<file path="src/inc/dac_link_pkg.sv">
package dac_link_pkg;

    // ==========================================================
    // clock and link timing
    // ==========================================================
    localparam int CLK_NS = 20;
    // serial clock half period; 80 ns period keeps well under the 30 MHz limit
    localparam int SCLK_HALF_NS = 40;
    // frame low to first falling clock edge
    localparam int SYNC_SETUP_NS = 20;
    // last falling clock edge to frame high
    localparam int SYNC_HOLD_NS = 20;
    // frame high time between words
    localparam int SYNC_HIGH_NS = 60;
    // pause between the two bytes of a byte-wide transfer
    localparam int BYTE_GAP_NS = 80;
    // decoder address settle time with the decoder disabled
    localparam int ADDR_SETTLE_NS = 20;

    // least times, rounded up to whole cycles
    localparam int HALF_CYC = (SCLK_HALF_NS + CLK_NS - 1) / CLK_NS;
    localparam int SETUP_CYC = (SYNC_SETUP_NS + CLK_NS - 1) / CLK_NS;
    localparam int HOLD_CYC = (SYNC_HOLD_NS + CLK_NS - 1) / CLK_NS;
    localparam int DESEL_CYC = (SYNC_HIGH_NS + CLK_NS - 1) / CLK_NS;
    localparam int GAP_CYC = (BYTE_GAP_NS + CLK_NS - 1) / CLK_NS;
    localparam int ADDR_CYC = (ADDR_SETTLE_NS + CLK_NS - 1) / CLK_NS;
    localparam int TIMER_W = 8;

    // ==========================================================
    // word layout
    // ==========================================================
    localparam int WORD_W = 16;
    localparam int BYTE_W = 8;
    localparam int DATA_W = 12;
    localparam int DEV_W = 2;
    localparam int NUM_DEV = 4;
    localparam int CHAN_HI_POS = 15;
    localparam int CHAN_LO_POS = 14;
    localparam int POWER_DOWN_N_POS = 13;
    localparam int LOAD_ALL_N_POS = 12;
    localparam int DATA_HI_POS = 11;
    localparam int LAST_BIT = 15;
    localparam int BYTE_LAST_BIT = 7;

    // ==========================================================
    // command buffer
    // ==========================================================
    localparam int FIFO_DEPTH = 16;
    localparam int FIFO_W = WORD_W + DEV_W;
    localparam int LEVEL_W = 5;
    localparam int COUNT_W = 16;

    typedef enum logic [2:0] {
        ST_IDLE  = 3'h0,
        ST_ADDR  = 3'h1,
        ST_SETUP = 3'h3,
        ST_SHIFT = 3'h2,
        ST_GAP   = 3'h7,
        ST_HOLD  = 3'h6,
        ST_DESEL = 3'h4
    } link_state_e;

endpackage

</file>
<file path="src/rtl/word_fifo.sv">
`timescale 1ns/1ps
module word_fifo #(
    parameter int WIDTH = 18,
    parameter int DEPTH = 16
) (
    input wire logic clk_i,
    input wire logic reset_i,
    input wire logic ce_i,
    input wire logic in_valid_i,
    output logic in_ready_o,
    input wire logic [WIDTH-1:0] in_data_i,
    output logic out_valid_o,
    input wire logic out_ready_i,
    output logic [WIDTH-1:0] out_data_o,
    output logic [$clog2(DEPTH):0] level_o
);
    localparam int AW = $clog2(DEPTH);

    logic [WIDTH-1:0] mem [DEPTH];
    logic [AW:0] wr_ptr_r;
    logic [AW:0] rd_ptr_r;
    logic full;
    logic empty;

    // extra pointer bit tells full from empty
    assign empty = (wr_ptr_r == rd_ptr_r);
    assign full = (wr_ptr_r[AW] != rd_ptr_r[AW]) && (wr_ptr_r[AW-1:0] == rd_ptr_r[AW-1:0]);
    assign in_ready_o = !full;
    assign out_valid_o = !empty;
    assign out_data_o = mem[rd_ptr_r[AW-1:0]];
    assign level_o = wr_ptr_r - rd_ptr_r;

    always_ff @(posedge clk_i) begin
        if (ce_i && in_valid_i && !full) begin
            mem[wr_ptr_r[AW-1:0]] <= in_data_i;
        end
    end

    always_ff @(posedge clk_i) begin
        if (reset_i) begin
            wr_ptr_r <= '0;
        end else if (ce_i && in_valid_i && !full) begin
            wr_ptr_r <= wr_ptr_r + 1'b1;
        end
    end

    always_ff @(posedge clk_i) begin
        if (reset_i) begin
            rd_ptr_r <= '0;
        end else if (ce_i && out_ready_i && !empty) begin
            rd_ptr_r <= rd_ptr_r + 1'b1;
        end
    end

endmodule

</file>
<file path="src/rtl/dac_link_host.sv">
`timescale 1ns/1ps
// Overview of operation
// - the host makes the serial clock itself, frames with an active-low select and sends 16-bit words.
// - the host changes each data bit on the rising clock edge and the device takes it on the next falling edge.
// - data stays stable and valid around every falling clock edge.
// - frame select goes low before the first data bit and stays low for the whole transfer.
// - in byte mode frame select stays low across both bytes and rises only after the second.
// - the word goes out most significant bit first.
// - an lsb-first shifter gets each byte bit-reversed beforehand so the device still sees msb first.
// - when the host clock shifts on its falling edge it is inverted toward the device.
// - with several devices on shared clock and data at most one frame select is low at a time.
// - the external decoder is disabled while its address inputs change.
// - bits 15:14 pick the channel, bit 13 is active-low power down, bit 12 active-low load all, the rest data.
module dac_link_host (
    input wire logic clk_i,
    input wire logic reset_i,
    input wire logic ce_i,
    input wire logic cmd_valid_i,
    output logic cmd_ready_o,
    input wire logic [1:0] cmd_dev_i,
    input wire logic [1:0] cmd_channel_i,
    input wire logic cmd_power_down_n_bit_i,
    input wire logic cmd_load_all_n_bit_i,
    input wire logic [11:0] cmd_data_i,
    input wire logic byte_mode_i,
    input wire logic lsb_first_i,
    input wire logic clk_invert_i,
    output logic sclk_o,
    output logic host_shift_clock_o,
    output logic din_o,
    output logic [3:0] sync_n_o,
    output logic [1:0] dec_addr_o,
    output logic dec_en_n_o,
    output logic busy_o,
    output logic [4:0] fifo_level_o,
    output logic [15:0] words_sent_o
);

    // ==========================================================
    // helpers
    // ==========================================================
    function automatic logic [dac_link_pkg::WORD_W-1:0] build_word(
        input logic [1:0] chan,
        input logic pd_n,
        input logic ld_n,
        input logic [dac_link_pkg::DATA_W-1:0] data
    );
        logic [dac_link_pkg::WORD_W-1:0] w;
        w = '0;
        w[dac_link_pkg::CHAN_HI_POS] = chan[1];
        w[dac_link_pkg::CHAN_LO_POS] = chan[0];
        w[dac_link_pkg::POWER_DOWN_N_POS] = pd_n;
        // ld_n high stores one channel, low moves all four at word end
        w[dac_link_pkg::LOAD_ALL_N_POS] = ld_n;
        w[dac_link_pkg::DATA_HI_POS:0] = data;
        return w;
    endfunction

    function automatic logic [dac_link_pkg::BYTE_W-1:0] rev_byte(
        input logic [dac_link_pkg::BYTE_W-1:0] b
    );
        logic [dac_link_pkg::BYTE_W-1:0] r;
        r = '0;
        for (int i = 0; i < dac_link_pkg::BYTE_W; i++) begin
            r[i] = b[dac_link_pkg::BYTE_W-1-i];
        end
        return r;
    endfunction

    // bit sent at position idx; first byte is the upper one
    function automatic logic pick_bit(
        input logic [dac_link_pkg::WORD_W-1:0] w,
        input logic [3:0] idx,
        input logic lsb
    );
        logic [dac_link_pkg::BYTE_W-1:0] b;
        logic [2:0] k;
        b = idx[3] ? w[dac_link_pkg::BYTE_W-1:0] : w[dac_link_pkg::WORD_W-1:dac_link_pkg::BYTE_W];
        k = idx[2:0];
        return lsb ? b[k] : b[3'h7 - k];
    endfunction

    function automatic logic framed(input dac_link_pkg::link_state_e s);
        return (s == dac_link_pkg::ST_SETUP) || (s == dac_link_pkg::ST_SHIFT) ||
               (s == dac_link_pkg::ST_GAP) || (s == dac_link_pkg::ST_HOLD);
    endfunction

    localparam logic [7:0] HALF_LD = 8'(dac_link_pkg::HALF_CYC - 1);
    localparam logic [7:0] SETUP_LD = 8'(dac_link_pkg::SETUP_CYC - 1);
    localparam logic [7:0] HOLD_LD = 8'(dac_link_pkg::HOLD_CYC - 1);
    localparam logic [7:0] DESEL_LD = 8'(dac_link_pkg::DESEL_CYC - 1);
    localparam logic [7:0] GAP_LD = 8'(dac_link_pkg::GAP_CYC - 1);
    localparam logic [7:0] ADDR_LD = 8'(dac_link_pkg::ADDR_CYC - 1);
    localparam logic [4:0] LAST_FALL = 5'(dac_link_pkg::LAST_BIT);
    localparam logic [4:0] BYTE_FALL = 5'(dac_link_pkg::BYTE_LAST_BIT);
    localparam logic [4:0] FIFO_FULL = 5'(dac_link_pkg::FIFO_DEPTH);

    // ==========================================================
    // command buffer
    // ==========================================================
    logic fifo_in_ready;
    logic fifo_out_valid;
    logic fifo_pop;
    logic [dac_link_pkg::FIFO_W-1:0] fifo_out_data;
    logic [4:0] fifo_level;
    logic [4:0] level_nxt;
    logic in_fire;
    logic out_fire;
    logic cmd_ready_r;
    logic [4:0] fifo_level_r;

    assign in_fire = cmd_valid_i && cmd_ready_r && fifo_in_ready;
    assign out_fire = fifo_out_valid && fifo_pop;
    assign level_nxt = fifo_level + {4'h0, in_fire} - {4'h0, out_fire};

    word_fifo #(
        .WIDTH(dac_link_pkg::FIFO_W),
        .DEPTH(dac_link_pkg::FIFO_DEPTH)
    ) u_fifo (
        .clk_i(clk_i),
        .reset_i(reset_i),
        .ce_i(ce_i),
        .in_valid_i(cmd_valid_i && cmd_ready_r),
        .in_ready_o(fifo_in_ready),
        .in_data_i({cmd_dev_i, build_word(cmd_channel_i, cmd_power_down_n_bit_i,
                                          cmd_load_all_n_bit_i, cmd_data_i)}),
        .out_valid_o(fifo_out_valid),
        .out_ready_i(fifo_pop),
        .out_data_o(fifo_out_data),
        .level_o(fifo_level)
    );

    // ready is registered from the level one step ahead, so it never overruns
    always_ff @(posedge clk_i) begin
        if (reset_i) begin
            cmd_ready_r <= 1'b0;
            fifo_level_r <= '0;
        end else if (ce_i) begin
            cmd_ready_r <= (level_nxt < FIFO_FULL);
            fifo_level_r <= level_nxt;
        end
    end

    // ==========================================================
    // link sequencer
    // ==========================================================
    dac_link_pkg::link_state_e state_r;
    dac_link_pkg::link_state_e state_nxt;
    logic [7:0] cnt_r;
    logic [7:0] cnt_nxt;
    logic [4:0] bit_r;
    logic [4:0] bit_nxt;
    logic sclk_r;
    logic sclk_nxt;
    logic din_r;
    logic din_nxt;
    logic [dac_link_pkg::WORD_W-1:0] word_r;
    logic [1:0] dev_r;
    logic lsb_r;
    logic byte_r;
    logic inv_r;

    // only pop while idle: a word is taken whole or not at all
    assign fifo_pop = (state_r == dac_link_pkg::ST_IDLE);

    always_comb begin
        state_nxt = state_r;
        cnt_nxt = (cnt_r != 8'h00) ? cnt_r - 8'h01 : 8'h00;
        bit_nxt = bit_r;
        sclk_nxt = sclk_r;
        din_nxt = din_r;
        unique case (state_r)
            dac_link_pkg::ST_IDLE: begin
                sclk_nxt = 1'b0;
                bit_nxt = '0;
                if (fifo_out_valid) begin
                    state_nxt = dac_link_pkg::ST_ADDR;
                    cnt_nxt = ADDR_LD;
                end
            end
            dac_link_pkg::ST_ADDR: begin
                if (cnt_r == 8'h00) begin
                    state_nxt = dac_link_pkg::ST_SETUP;
                    cnt_nxt = SETUP_LD;
                end
            end
            dac_link_pkg::ST_SETUP: begin
                if (cnt_r == 8'h00) begin
                    state_nxt = dac_link_pkg::ST_SHIFT;
                    cnt_nxt = HALF_LD;
                end
            end
            dac_link_pkg::ST_SHIFT: begin
                if (cnt_r == 8'h00) begin
                    cnt_nxt = HALF_LD;
                    if (!sclk_r) begin
                        // new bit with the rising edge, held over the falling one
                        sclk_nxt = 1'b1;
                        din_nxt = pick_bit(word_r, bit_r[3:0], lsb_r);
                    end else begin
                        sclk_nxt = 1'b0;
                        bit_nxt = bit_r + 5'h01;
                        if (bit_r == LAST_FALL) begin
                            // exactly sixteen falls; fewer would be dropped by the device
                            state_nxt = dac_link_pkg::ST_HOLD;
                            cnt_nxt = HOLD_LD;
                        end else if (byte_r && bit_r == BYTE_FALL) begin
                            state_nxt = dac_link_pkg::ST_GAP;
                            cnt_nxt = GAP_LD;
                        end
                    end
                end
            end
            dac_link_pkg::ST_GAP: begin
                // frame stays low between the two bytes
                if (cnt_r == 8'h00) begin
                    state_nxt = dac_link_pkg::ST_SHIFT;
                    cnt_nxt = HALF_LD;
                end
            end
            dac_link_pkg::ST_HOLD: begin
                if (cnt_r == 8'h00) begin
                    state_nxt = dac_link_pkg::ST_DESEL;
                    cnt_nxt = DESEL_LD;
                    din_nxt = 1'b0;
                end
            end
            dac_link_pkg::ST_DESEL: begin
                if (cnt_r == 8'h00) begin
                    state_nxt = dac_link_pkg::ST_IDLE;
                end
            end
            default: begin
                state_nxt = dac_link_pkg::ST_IDLE;
                cnt_nxt = 8'h00;
            end
        endcase
    end

    always_ff @(posedge clk_i) begin
        if (reset_i) begin
            state_r <= dac_link_pkg::ST_IDLE;
            cnt_r <= 8'h00;
            bit_r <= '0;
            sclk_r <= 1'b0;
            din_r <= 1'b0;
        end else if (ce_i) begin
            state_r <= state_nxt;
            cnt_r <= cnt_nxt;
            bit_r <= bit_nxt;
            sclk_r <= sclk_nxt;
            din_r <= din_nxt;
        end
    end

    // word and per-word options latched at pop; mid-frame changes wait
    always_ff @(posedge clk_i) begin
        if (reset_i) begin
            word_r <= '0;
            dev_r <= '0;
            lsb_r <= 1'b0;
            byte_r <= 1'b0;
            inv_r <= 1'b0;
        end else if (ce_i && out_fire) begin
            dev_r <= fifo_out_data[dac_link_pkg::FIFO_W-1:dac_link_pkg::WORD_W];
            lsb_r <= lsb_first_i;
            byte_r <= byte_mode_i;
            inv_r <= clk_invert_i;
            if (lsb_first_i) begin
                word_r <= {rev_byte(fifo_out_data[15:8]), rev_byte(fifo_out_data[7:0])};
            end else begin
                word_r <= fifo_out_data[dac_link_pkg::WORD_W-1:0];
            end
        end
    end

    // ==========================================================
    // pins
    // ==========================================================
    logic sclk_pin_r;
    logic host_clk_r;
    logic din_pin_r;
    logic [3:0] sync_n_r;
    logic [1:0] dec_addr_r;
    logic dec_en_n_r;

    // device pin keeps falling-edge capture; host clock is its inverse when shifting on fall
    always_ff @(posedge clk_i) begin
        if (reset_i) begin
            sclk_pin_r <= 1'b0;
            host_clk_r <= 1'b0;
            din_pin_r <= 1'b0;
        end else if (ce_i) begin
            sclk_pin_r <= sclk_nxt;
            host_clk_r <= sclk_nxt ^ inv_r;
            din_pin_r <= din_nxt;
        end
    end

    // one select at most; decoder address moves only while its enable is off
    always_ff @(posedge clk_i) begin
        if (reset_i) begin
            sync_n_r <= 4'hf;
            dec_addr_r <= 2'h0;
            dec_en_n_r <= 1'b1;
        end else if (ce_i) begin
            for (int d = 0; d < dac_link_pkg::NUM_DEV; d++) begin
                sync_n_r[d] <= !(framed(state_nxt) && dev_r == 2'(d));
            end
            if (state_r == dac_link_pkg::ST_IDLE && out_fire) begin
                dec_addr_r <= fifo_out_data[dac_link_pkg::FIFO_W-1:dac_link_pkg::WORD_W];
            end
            dec_en_n_r <= !framed(state_nxt);
        end
    end

    // ==========================================================
    // status
    // ==========================================================
    logic busy_r;
    logic [15:0] words_sent_r;

    always_ff @(posedge clk_i) begin
        if (reset_i) begin
            busy_r <= 1'b0;
            words_sent_r <= '0;
        end else if (ce_i) begin
            busy_r <= (state_nxt != dac_link_pkg::ST_IDLE) || (level_nxt != 5'h00);
            if (state_r == dac_link_pkg::ST_HOLD && state_nxt == dac_link_pkg::ST_DESEL) begin
                words_sent_r <= words_sent_r + 16'h0001;
            end
        end
    end

    assign cmd_ready_o = cmd_ready_r;
    assign fifo_level_o = fifo_level_r;
    assign sclk_o = sclk_pin_r;
    assign host_shift_clock_o = host_clk_r;
    assign din_o = din_pin_r;
    assign sync_n_o = sync_n_r;
    assign dec_addr_o = dec_addr_r;
    assign dec_en_n_o = dec_en_n_r;
    assign busy_o = busy_r;
    assign words_sent_o = words_sent_r;

endmodule

</file>
<file path="config.mk">
export PLATFORM = sky130hd
export DESIGN_NAME = dac_link_host
export DESIGN_NICKNAME = d
export VERILOG_FILES = /design/src/inc/dac_link_pkg.sv /design/src/rtl/word_fifo.sv /design/src/rtl/dac_link_host.sv
export SDC_FILE = /design/constraint.sdc
export NUM_CORES = 1
export LEC_CHECK = 0
export BUFFER_PORTS_ARGS = -buffer_cell sky130_fd_sc_hd__buf_2
export CORE_ASPECT_RATIO = 0.7
export CORE_MARGIN = 2
export CORE_UTILIZATION = 35
export CTS_BUF_LIST = sky130_fd_sc_hd__clkbuf_8
export CTS_CLUSTER_SIZE = 16
export DETAILED_ROUTE_END_ITERATION = 10
export SYNTH_ARGS = -nofsm -noshare
export SYNTH_HDL_FRONTEND = slang
export SYNTH_HIERARCHICAL = 1
export SYNTH_SLANG_ARGS = --single-unit
</file>
<file path="constraint.sdc">
create_clock -name clk_i -period 6.7 [get_ports clk_i]
set_clock_uncertainty 0.05 [all_clocks]
set_input_delay 1.005 -clock clk_i [delete_from_list [all_inputs] [get_ports clk_i]]
set_output_delay 1.005 -clock clk_i [all_outputs]
set_load 0.03 [all_outputs]
</file>
# [Yosys cells after proc, flatten, opt, wreduce, memory -nomap -nowiden]
# Memories as Yosys holds them, arrays and structs flattened. A register that Yosys moved wholly into a read port is not among the register bits.
# Index checks and enable logic that the tools add are counted.
[word_totals] ff_bits=80 ram_bits=288 in_bits=25 output_inout_bits=33 word_cells=138 memories=1
[mem_list] name="u_fifo.mem" depth=16 word_bits=18 read_ports=1 rd_clocked_by_memory_dff=1 wr=1 line_no="word_fifo.sv:19" text="logic [WIDTH-1:0] mem [DEPTH];"
[op_classes] add_sub_neg=9 n_lt_le_gt_ge=3 eq_ne=23 mux=41 bitwise=1 n_reduce_logical=40
[op_table] operator="two-way mux 8 bit" count=7
[op_table] operator="case mux 8 bit (6 select lines)" count=1
[op_table] operator="two-way mux 3 bit" count=9
[op_table] operator="equality test 3 bit (second input constant)" count=6
[op_table] operator="case mux 3 bit (6 select lines)" count=1
[op_table] operator="adder 16 x 1 -> 16 bit (second input constant)" count=1
[op_table] operator="logical AND 1 bit" count=16
[op_table] operator="two-way mux 16 bit" count=1
[op_table] operator="adder 5 x 1 -> 5 bit (second input constant)" count=3
[op_table] operator="equality test 3 x 2 -> 1 bit (second input constant)" count=4
[op_table] operator="two-way mux 1 bit" count=10
[op_table] operator="two-way mux 5 bit" count=2
[op_table] operator="case mux 5 bit (2 select lines)" count=1
[op_table] operator="zero test 8 bit" count=1
[op_table] operator="< comparator 3 x 4 -> 1 bit (second input constant)" count=2
[op_table] operator="two-way mux 4 bit" count=2
[op_table] operator="inequality test 2 bit (second input constant)" count=4
[op_table] operator="nonzero test 8 bit" count=1
[op_table] operator="subtractor 8 x 1 -> 8 bit (second input constant)" count=1
[op_table] operator="zero test 1 bit" count=7
[op_table] operator="binary-select mux 1 bit (select 3 bit)" count=2
[op_table] operator="two-way mux 2 bit" count=3
[op_table] operator="adder 5 x 1 -> 5 bit" count=1
[op_table] operator="equality test 5 x 3 -> 1 bit (second input constant)" count=1
[op_table] operator="other kinds (23)" count=30

# [Logic depth before layout (Yosys ltp)]
# Gate-level depths: netlist of run 1.
[depth] word_depth=13 ltp_mapped=16 mapped_depth_nobuf=15

# [Cells and area by module]
# The synthesis of run 1 kept the hierarchy.
[by_module_without_submodules] module="word_fifo" n_inst=1 cells_per_inst=552 area_per_inst_um2=11676.2
[by_module_without_submodules] module="dac_link_host" n_inst=1 cells_per_inst=441 area_per_inst_um2=3827.4

# [Worst setup path after synthesis of run 1]
# Ideal clock, no wire load.
[synth_path] path_type="input to register" start="input ce_i" end="memory u_fifo.mem[7][0], enable pin" setup_ps=420 arrival_time_ps=2937 setup_slack_ps=3293 cell_stages=4 path_cell_list="clkbuf_1 -> and3_1 -> o21ai_2 -> nor3b_1"
[synth_between] elab_chain_len=4
[synth_rtl] item="start, declared" line_no="dac_link_host.sv:17" text="input wire logic ce_i,"
[synth_rtl] item="logical AND 1 bit (2 in a row)" line_no="word_fifo.sv:34" text="if (ce_i && in_valid_i && !full) begin"
[synth_rtl] item="two-way mux 1 bit" line_no="word_fifo.sv:34"
[synth_rtl] item="two-way mux 1 bit (not written as such)" line_no="word_fifo.sv:35" text="mem[wr_ptr_r[AW-1:0]] <= in_data_i;"
[synth_rtl] item="end, declared" line_no="word_fifo.sv:19"
# No other way between the ends.

# [Final worst setup path of run 1]
[layout_path] start="register u_fifo.rd_ptr_r[2]" end="register busy_r, in the netlist busy_o"
[layout_between] word_cells_on_any_way=15 classes_between="add/sub (3); eq/ne (2); mux (2); reduce/logical (8)"
[layout_rtl] item="start, declared" line_no="word_fifo.sv:21" text="logic [AW:0] rd_ptr_r;"
[layout_rtl] item="start signal, assigned" line_no="word_fifo.sv:51" text="rd_ptr_r <= rd_ptr_r + 1'b1;"
[layout_rtl] item="equality test 5 bit" line_no="word_fifo.sv:26" text="assign empty = (wr_ptr_r == rd_ptr_r);"
[layout_rtl] item="zero test 1 bit" line_no="word_fifo.sv:29" text="assign out_valid_o = !empty;"
[layout_rtl] item="via fifo_out_valid" line_no="dac_link_host.sv:102" text="logic fifo_out_valid;"
[layout_rtl] item="logical AND 1 bit" line_no="dac_link_host.sv:113" text="assign out_fire = fifo_out_valid && fifo_pop;"
[layout_rtl] item="subtractor 5 x 1 -> 5 bit" line_no="dac_link_host.sv:114" text="assign level_nxt = fifo_level + {4'h0, in_fire} - {4'h0, out_fire};"
[layout_rtl] item="nonzero test 5 bit" line_no="dac_link_host.sv:328" text="busy_r <= (state_nxt != dac_link_pkg::ST_IDLE) || (level_nxt != 5'h00);"
[layout_rtl] item="logical OR 1 bit" line_no="dac_link_host.sv:328"
[layout_rtl] item="end signal, assigned" line_no="dac_link_host.sv:328"
[layout_rtl] item="end, declared" line_no="dac_link_host.sv:320" text="logic busy_r;"
# The timed path passes the listed nets, and every way through them passes these cells.
# A chain may end at the register's enable or synchronous reset.

==> results of run 1 <==
area by class of cell:
type,count,area (µm²),area share
Multi-Input combinational cell,542,4830,0.275
Timing Repair Buffer,81,465,0.0265
Sequential cell,372,10300,0.588
Clock inverter,43,223,0.0127
Antenna cell,1,2.50,0.000142
Inverter,23,86.3,0.00491
Tap cell,594,743,0.0423
Clock buffer,65,895,0.0509
power by group through the flow:
stage                     logic (mW)  clock network (mW)  registers, mW
final                          0.692                1.81           2.62
after global routing           0.766                1.98           2.64
after CTS                      0.691                1.88           2.63
after detailed placement       0.690                   0           2.67
after global placement         0.684                   0           2.67
after floorplan                0.543                   0           2.66
final timing paths:
path,endpoint
worst min register to register,byte_r$_SDFFE_PP0P_
worst min-delay path,byte_r$_SDFFE_PP0P_
worst max register to register,busy_o$_SDFFE_PP0P_
worst max-delay path,busy_o$_SDFFE_PP0P_
metal layers:
| metal | vias up | share of wire | GRT usage | routed length (µm) |
|---|---|---|---|---|
| li1 | 4047 | - | - | - |
| met1 | 4477 | 0.47 | 0.216 | 16100 |
| met2 | 210 | 0.45 | 0.224 | 15300 |
| met3 | 44 | 0.059 | 0.0340 | 2020 |
| met4 | 0 | 0.016 | 0.0423 | 549 |
| met5 | - | 0 | 0 | 0 |
cell usage in the layout (no fill, tap or decap), drive strengths merged, types with 12 or more instances in the layout:
master / count
nor2: 92
clkinv: 24
nor3: 18
nand3: 17
xnor2: 20
dfxtp: 84
a211oi: 22
inv: 39
mux4: 80
mux2i: 25
edfxtp: 288
xor2: 12
nand2: 59
o21ai: 13
ha: 18
a22oi: 38
clkbuf: 65
buf: 81
a21oi: 30
critical path: cells and delay by family, from the launching register on:
family	cells	cell delay, ps
xor+xnor	1	140
flops	1	400
buf+inv	3	170
compound gates	3	650
fa+ha+maj	4	1180
simple gates	4	900
registers in the layout (all words and copies together) (netlist names), 2 cells and up, named ones only:
register and cells:
bit_r 5, u_fifo/rd_ptr_r 5, dev_r 2, cnt_r 8, dec_addr_o 2, word_r 16
sync_n_o 4, fifo_level_o 5, words_sent_o 16, u_fifo/mem 288, state_r 3, u_fifo/wr_ptr_r 5
cells by family after synthesis:
logic type,synth area share
flops,0.666
simple gates,0.0791
compound gates,0.0590
mux,0.134
buf+inv,0.0254
xor+xnor,0.0193
fa+ha+maj,0.0171
metrics by stage:
step | power, mW | setup slack, ps
5_1_grt | 5.38 | 2730
3_5_place_dp | 3.36 | 3130
6_report | 5.13 | 3080
2_1_floorplan | 3.20 | 3290
4_1_cts | 5.19 | 3110
3_3_place_gp | 3.36 | 3200
==> flow_summary.ini, run 1 <==
[layout]
layout-drive-gt1-share = 0.242
final.fill_count = 4048
finish.net_count = 1123
final_core_utilization = 0.402
finish.instance_area_um2 = 17600
layoutNonFillerInstCount = 1721
syn_to_final_growth_pct = 13.4

[sta]
timing.final.setup_violations = 0
setup-tns-final_ps = 0
maxSlewHeadroom = 0.254
finalCriticalPeriod_ps = 3620
hold_ws_ps = 419
max_slew.worst_pin.slew_ps = 1110
slew_violations = 0
rsz0062_at_grt = no
period_share = 0.540
timing_hold_violations_final = 0
max_clock_freq_mhz = 276

[clock_tree]
worstSkewPairLatency_ps = 610
clk_transition_reported_paths_ps = 60
post_cts.repair.setup_buffers = 0
cts.sinks = 372
cts_tree = built
cts_hold_repair.buffers = 0
postCtsResizedCells = 0
cts.path.max_buffers = 3
clk_root_buffer_cell = sky130_fd_sc_hd__clkbuf_8
cts_made_buffers = 58
cts-htree-levels = 2

[pwr]
p_int_mw = 3.76
combinationalPowerShare = 0.135
power.clock.fraction = 0.354
netSwitchingPower_mw = 1.36
peakVddDrop_mv = 0.173
p_per_area_nw_per_um2 = 292
seq_power_share = 0.512
net_switching_share_of_the_total_power = 0.266
power_leakage_nw = 5.74

[worst_setup_path]
max_stage_delay_ps = 400
worstPathCellList = inv_1 -> ha_1 -> and4_1 -> nand2_1 -> and2_1 -> ha_1 -> inv_1 -> ha_1 -> inv_1 -> fa_1 -> nand2b_1 -> a21oi_1 -> xnor2_1 -> o41ai_1 -> a21oi_1
critical_path_required_ps = 7140
path_class = flop to flop
ff2ff_setup_slack_ps = 3080
worst_path_max_delay_cell = sky130_fd_sc_hd__dfxtp_1
worst-r2r-cell-count = 15
crit_path_max_fanout = 7
timing.rr.start = u_fifo/rd_ptr_r[2]$_SDFFE_PP0P_
timing.critical_path.from = u_fifo/rd_ptr_r[2]$_SDFFE_PP0P_
endpoint_kind = flop
worst_setup_path_start_kind = flop
timing.critical_path.arrival_ps = 4060

[floorplan]
ios = 58
initial_core_util = 0.355
die-area_um2 = 46000
std_cell_rows = 64
core_region_area_um2 = 43700
height_of_the_die_um = 180
die-width_um = 256

[min_path]
hold_depth = 2
hold_path.class = flop to flop
hold_path.startpoint = byte_r$_SDFFE_PP0P_

[place]
post-place-cells = 1612
buffer_ports.inserted = 57
placed_area_um2 = 16500
place.gp.congestion = 0.792
detailed_place_hpwl_um = 20300

[logic_synthesis]
synth_top_cell_by_area = sky130_fd_sc_hd__edfxtp_1
share_of_synthesized_flip_flops_with_an_asynchronous_set_or_reset = 0
synthesis.area_per_instance_um2 = 15.6
synth-main-ff-cell = sky130_fd_sc_hd__edfxtp_1
synth.most_common_cell = sky130_fd_sc_hd__edfxtp_1
ys_ff_latch = 372
netlist_instances = 993
share_of_the_synthesized_area_in_the_top_cell_type = 0.558
post_synth_most_frequent_cells = sky130_fd_sc_hd__edfxtp_1 (288), sky130_fd_sc_hd__nor2_1 (92), sky130_fd_sc_hd__dfxtp_1 (84)
synth_cell_type_count = 63
synthesis.nets = 1038
seq_area_frac_synth = 0.666
yosys_warnings = 6
netlist_top_cells_area = sky130_fd_sc_hd__edfxtp_1 (56%), sky130_fd_sc_hd__mux4_2 (12%), sky130_fd_sc_hd__dfxtp_1 (11%), sky130_fd_sc_hd__nor2_1 (2.2%), sky130_fd_sc_hd__a22oi_1 (1.8%)
post_synth_instance_area_um2 = 15500
synth_edf_count = 288

[routing]
avgViaCountPerCell = 5.10
ant_nets = 0
remaining_drc_errors = 0
detailed_router_iteration_count_before_antenna_repair = 5
total_wirelength_um = 34000
vias = 8778
detail_route.iter0.violations = 716
route.detailed.wl_per_inst_um = 19.7

[grt]
first_global_vias = 8845
grt_overflow = 0
antenna_found_initial = 2
track_usage = 0.149
grt_start_max_net_pins = 73
grt_first_pass_wirelength_um = 53100

[status]
outcome = complete, no violations

[job]
max_cap_viol_count = 0
(Power assumes the default switching activity.)
==> inputs of run 2 (changes only) <==
==> constraint.sdc (replaced) <==
create_clock -name clk_i -period 3.6 [get_ports clk_i]
set_clock_uncertainty 0.05 [all_clocks]
set_input_delay 0.54 -clock clk_i [delete_from_list [all_inputs] [get_ports clk_i]]
set_output_delay 0.54 -clock clk_i [all_outputs]
set_load 0.03 [all_outputs]
==> run 2 against run 1 <==
  * Hold slack lost 300 ps
  * Largest power group unchanged
  * Combinational power grew 99%
  * Critical path type unchanged
  * Critical path depth is the same
  * Sequential power grew 85%
  * Flip-flop and latch count is the same
  * Power grew 90%
  * Wire length grew 2.0%
==> flow_summary.ini, run 2 (synthesized netlist as in run 1, its figures left out) <==
[status]
outcome = complete, no violations

[grt]
first_global_vias = 9033
grt_first_pass_wirelength_um = 54300
track_usage = 0.152
grt_start_max_net_pins = 40
antenna_found_initial = 2
grt_overflow = 0

[floorplan]
die-area_um2 = 46000
initial_core_util = 0.355
ios = 58
height_of_the_die_um = 180
core_region_area_um2 = 43700
die-width_um = 256
std_cell_rows = 64

[routing]
detail_route.iter0.violations = 660
total_wirelength_um = 34700
vias = 8876
detailed_router_iteration_count_before_antenna_repair = 5
route.detailed.wl_per_inst_um = 20.0
ant_nets = 0
remaining_drc_errors = 0
avgViaCountPerCell = 5.11

[clock_tree]
cts_made_buffers = 59
worstSkewPairLatency_ps = 640
post_cts.repair.setup_buffers = 0
cts_hold_repair.buffers = 0
cts_tree = built
postCtsResizedCells = 0
cts.path.max_buffers = 3
cts-htree-levels = 2
cts.sinks = 372
clk_root_buffer_cell = sky130_fd_sc_hd__clkbuf_8
clk_transition_reported_paths_ps = 60

[min_path]
hold_depth = 3
hold_path.class = input port to flop

[place]
place.gp.congestion = 0.786
buffer_ports.inserted = 57
post-place-cells = 1630
detailed_place_hpwl_um = 21500

[worst_setup_path]
worst_setup_path_start_kind = flop
crit_path_max_fanout = 6
worst-r2r-cell-count = 15
path_class = flop to flop
endpoint_kind = flop
timing.critical_path.arrival_ps = 3880
critical_path_required_ps = 4040

[job]
max_cap_viol_count = 0

[sta]
slew_violations = 0
finalCriticalPeriod_ps = 3440
timing.final.setup_violations = 0
rsz0062_at_grt = no
max_slew.worst_pin.slew_ps = 1010
maxSlewHeadroom = 0.324
max_clock_freq_mhz = 291
period_share = 0.955
setup-tns-final_ps = 0
timing_hold_violations_final = 0

[layout]
layout_commonest_cell = sky130_fd_sc_hd__edfxtp_1
layout-drive-gt1-share = 0.257
finish.net_count = 1142
layout.cells.most_common_list = sky130_fd_sc_hd__edfxtp_1 (288), sky130_fd_sc_hd__nor2_1 (82), sky130_fd_sc_hd__dfxtp_1 (81), sky130_fd_sc_hd__mux4_2 (80), sky130_fd_sc_hd__clkbuf_8 (62)
syn_to_final_growth_pct = 15.3
largest_register_ff_count = 288
layoutNonFillerInstCount = 1736

[pwr]
power_leakage_nw = 5.91
p_per_area_nw_per_um2 = 546
peakVddDrop_mv = 0.421
[run 2: critical path: stages (launching register included)]
cell and delay [ps]:
sky130_fd_sc_hd__dfxtp_1 370, sky130_fd_sc_hd__inv_1 130, sky130_fd_sc_hd__ha_1 340, sky130_fd_sc_hd__and4_4 270
sky130_fd_sc_hd__nand2_1 80, sky130_fd_sc_hd__and2_1 170, sky130_fd_sc_hd__ha_1 280, sky130_fd_sc_hd__inv_1 60
sky130_fd_sc_hd__ha_1 160, sky130_fd_sc_hd__inv_1 60, sky130_fd_sc_hd__fa_1 390, sky130_fd_sc_hd__nand2b_1 180
sky130_fd_sc_hd__a21oi_2 180, sky130_fd_sc_hd__xnor2_2 110, sky130_fd_sc_hd__o41ai_2 370, sky130_fd_sc_hd__a21oi_1 100
[run 2: path summary, 6_finish.rpt]
kind	start	end	slack, ps
min reg2reg	dec_addr_o[0]$_SDFFE_PP0P_	dec_addr_o[0]$_SDFFE_PP0P_	420
max reg2reg	u_fifo/wr_ptr_r[0]$_SDFFE_PP0P_	busy_o$_SDFFE_PP0P_	160
max	u_fifo/wr_ptr_r[0]$_SDFFE_PP0P_	busy_o$_SDFFE_PP0P_	160
min	byte_mode_i	byte_r$_SDFFE_PP0P_	120
[run 2: final cells by class]
cell class	instances	area (µm²)
fill	4031	25900
tap	594	743
antenna	2	5.00
timing repair buffer	99	688
inverter	23	86.3
clock buffer	62	853
multi-input combinational	542	4860
clock inverter	42	300
sequential	372	10300
[run 2: power breakdown]
part | internal, mW | switching (mW)
logic | 0.585 | 0.799
clock network | 1.88 | 1.64
registers | 4.73 | 0.117
[run 2: per-layer routing]
metal	up-vias	share of wire	global-route usage
li1	4076	-	-
met1	4560	0.47	0.219
met2	183	0.46	0.238
met3	57	0.045	0.0267
met4	0	0.019	0.0416
met5	-	0	0
[run 2: stage by stage]
step / utilization / setup WS (ps) / total power, mW / cell area (µm²) / hold slack, ps
6_report: 0.409 / 162 / 9.76 / 17900 / 122
5_1_grt: 0.409 / 15.6 / 10.2 / 17900 / 112
4_1_cts: 0.408 / 48.3 / 9.84 / 17800 / 77.0
3_5_place_dp: 0.382 / 103 / 6.30 / 16700 / 412
3_3_place_gp: 0.382 / 249 / 6.28 / 16700 / 405
2_1_floorplan: - / 295 / 5.96 / 15500 / 387
==> inputs of run 3 (changes only) <==
--- a/config.mk
+++ b/config.mk
@@ -8,10 +8,10 @@
 export BUFFER_PORTS_ARGS = -buffer_cell sky130_fd_sc_hd__buf_2
 export CORE_ASPECT_RATIO = 0.7
 export CORE_MARGIN = 2
-export CORE_UTILIZATION = 35
-export CTS_BUF_LIST = sky130_fd_sc_hd__clkbuf_8
+export CORE_UTILIZATION = 62
 export CTS_CLUSTER_SIZE = 16
 export DETAILED_ROUTE_END_ITERATION = 10
+export PLACE_DENSITY = 0.8
 export SYNTH_ARGS = -nofsm -noshare
 export SYNTH_HDL_FRONTEND = slang
 export SYNTH_HIERARCHICAL = 1
==> run 3 against run 2 <==
  * Clock power rose by 9.7%
  * Via count rose by 2.6%
  * Utilization rose by 30 points
  * Non-clock buffer count fell by 3
  * Setup slack improved by 4.1 ps
  * Sequential share of layout area rose by 1.2 points
  * Hold slack improved by 100 ps
  * First-iteration DRC count rose by 62%
  * Flip-flop and latch count did not move
  * Count of clock-buffer cells in the layout fell by 20
  * Largest power group unchanged
==> flow_summary.ini, run 3 (synthesized netlist as in run 1, its figures left out) <==
[status]
outcome = complete, no violations

[layout]
layout.cells.most_common_list = sky130_fd_sc_hd__edfxtp_1 (288), sky130_fd_sc_hd__nor2_1 (82), sky130_fd_sc_hd__mux4_2 (80), sky130_fd_sc_hd__dfxtp_1 (80), sky130_fd_sc_hd__nand2_1 (59)
multi_input_comb_area_um2 = 4850
layout-drive-gt1-share = 0.248
final_core_utilization = 0.711
syn_to_final_growth_pct = 13.0
largest_register_ff_count = 288
layoutNonFillerInstCount = 1422
layout_commonest_cell = sky130_fd_sc_hd__edfxtp_1
finish.net_count = 1116
final.fill_count = 1565
seq_area_um2 = 10300

[clock_tree]
clk_root_buffer_cell = sky130_fd_sc_hd__clkbuf_16
cts.path.max_buffers = 3
clk_transition_reported_paths_ps = 60
cts_made_buffers = 36
worstSkewPairLatency_ps = 520
cts_tree = built
cts-htree-levels = 2
cts.sinks = 372

[sta]
slew_violations = 0
maxSlewHeadroom = 0.384
period_share = 0.954
postLayoutSetupSlackWorst_ps = 166
timing.final.setup_violations = 0
finalCriticalPeriod_ps = 3430
max_slew.worst_pin.slew_ps = 924
max_clock_freq_mhz = 291
timing_hold_violations_final = 0
setup-tns-final_ps = 0

[worst_setup_path]
count_of_cell_instances_traversed_by_the_critical_path = 14
worst_path_dominant_cell_family = adder cells
most_frequent_cell_on_critical_path = sky130_fd_sc_hd__inv_1
worstPathCellList = inv_1 -> ha_4 -> and4_4 -> nand2_1 -> and2_1 -> ha_1 -> inv_1 -> ha_1 -> inv_1 -> fa_1 -> xnor2_1 -> or3_1 -> o41ai_1 -> a21oi_1
critical_path_required_ps = 3950
endpoint_kind = flop
timing.critical_path.arrival_ps = 3780
timing.critical_path.from = u_fifo/wr_ptr_r[0]$_SDFFE_PP0P_
ff2ff_setup_slack_ps = 170
max_stage_delay_ps = 380
worst-r2r-cell-count = 14
path_class = flop to flop
timing.rr.start = u_fifo/wr_ptr_r[0]$_SDFFE_PP0P_
worst_r2r_endpoint = busy_o$_SDFFE_PP0P_
worst_setup_path_start_kind = flop
worst_path_max_delay_cell = sky130_fd_sc_hd__dfxtp_1
crit_path_max_fanout = 6
critical_path_buf_inv_count = 3

[pwr]
p_per_area_nw_per_um2 = 576
finalPower_mw = 10.1
power_leakage_nw = 5.80
peakVddDrop_mv = 0.561

[grt]
antenna_found_initial = 1
track_usage = 0.273
first_global_vias = 8787
grt_start_max_net_pins = 49
grt_first_pass_wirelength_um = 52500
grt_overflow = 0

[routing]
route.detailed.wl_per_inst_um = 24.6
vias = 9104
remaining_drc_errors = 0
detail_route.iter0.violations = 1069
ant_nets = 0
avgViaCountPerCell = 6.40
total_wirelength_um = 34900
detailed_router_iteration_count_before_antenna_repair = 5

[min_path]
hold_path.class = input port to flop
min_delay_worst_endpoint = inv_r$_SDFFE_PP0P_
hold_depth = 3
hold_path.startpoint = clk_invert_i

[floorplan]
core_region_area_um2 = 24600
ios = 58
height_of_the_die_um = 136
die-width_um = 193
die-area_um2 = 26300
initial_core_util = 0.630
std_cell_rows = 48

[job]
max_cap_viol_count = 0

[place]
detailed_place_hpwl_um = 21100
post-place-cells = 1358
place.gp.congestion = 0.857
detailedPlace.worstSlack_ps = 195
buffer_ports.inserted = 57
[run 3: cell types whose count changed in the layout (fill, tap and decap cells not counted), sizes merged]
cell / previous run / this run
buf: 99 / 96
clkinvlp: 2 / 4
inv: 46 / 23
diode: 2 / 1
clkbuf: 62 / 42
clkinv: 13 / 12
bufinv: 4 / 5
[run 3: layer usage]
layer / up-vias / part of all wire / GRT usage
li1: 4020 / - / -
met1: 4616 / 0.44 / 0.427
met2: 425 / 0.46 / 0.409
met3: 43 / 0.087 / 0.0447
met4: 0 / 0.014 / 0.0614
met5: - / 0 / 0
[run 3: report_power, final]
part           switching, mW  total [mW]  leakage (nW)  internal [mW]
clock network           1.57        3.86         0.589           2.29
logic                  0.808        1.38          1.94          0.577
registers              0.114        4.85          3.27           4.73
[run 3: area by class of cell]
cell class,count,share of cell area
flip-flops and latches,372,0.590
multi-input cells,542,0.277
clock buffers,42,0.0552
repair buffers,96,0.0352
well taps,325,0.0232
clock inverters,21,0.0141
inverters,23,0.00493
diodes,1,0.000143
[run 3: timing repair]
item,4_1_cts,5_1_grt
resized for setup,0,6
hold buffers,0,0
setup endpoints to repair,0,1
setup buffers,0,0
[run 3: worst max-delay path by stage]
stage,to
floorplan,busy_o$_SDFFE_PP0P_
global placement,busy_o$_SDFFE_PP0P_
detailed placement,busy_o$_SDFFE_PP0P_
CTS,busy_o$_SDFFE_PP0P_
global route,busy_o$_SDFFE_PP0P_
finish,busy_o$_SDFFE_PP0P_
[run 3: metrics by stage]
| step | hold WS, ps | instance area (µm²) |
|---|---|---|
| after floorplan | 387 | 15500 |
| after global placement | 400 | 16300 |
| after detailed placement | 409 | 16300 |
| after CTS | 212 | 17500 |
| after global routing | 226 | 17500 |
| final | 222 | 17500 |
[run 3: worst min-delay path: stages]
cell and delay [ps]:
sky130_fd_sc_hd__buf_2 100, sky130_fd_sc_hd__nand2_1 50, sky130_fd_sc_hd__a21oi_1 50
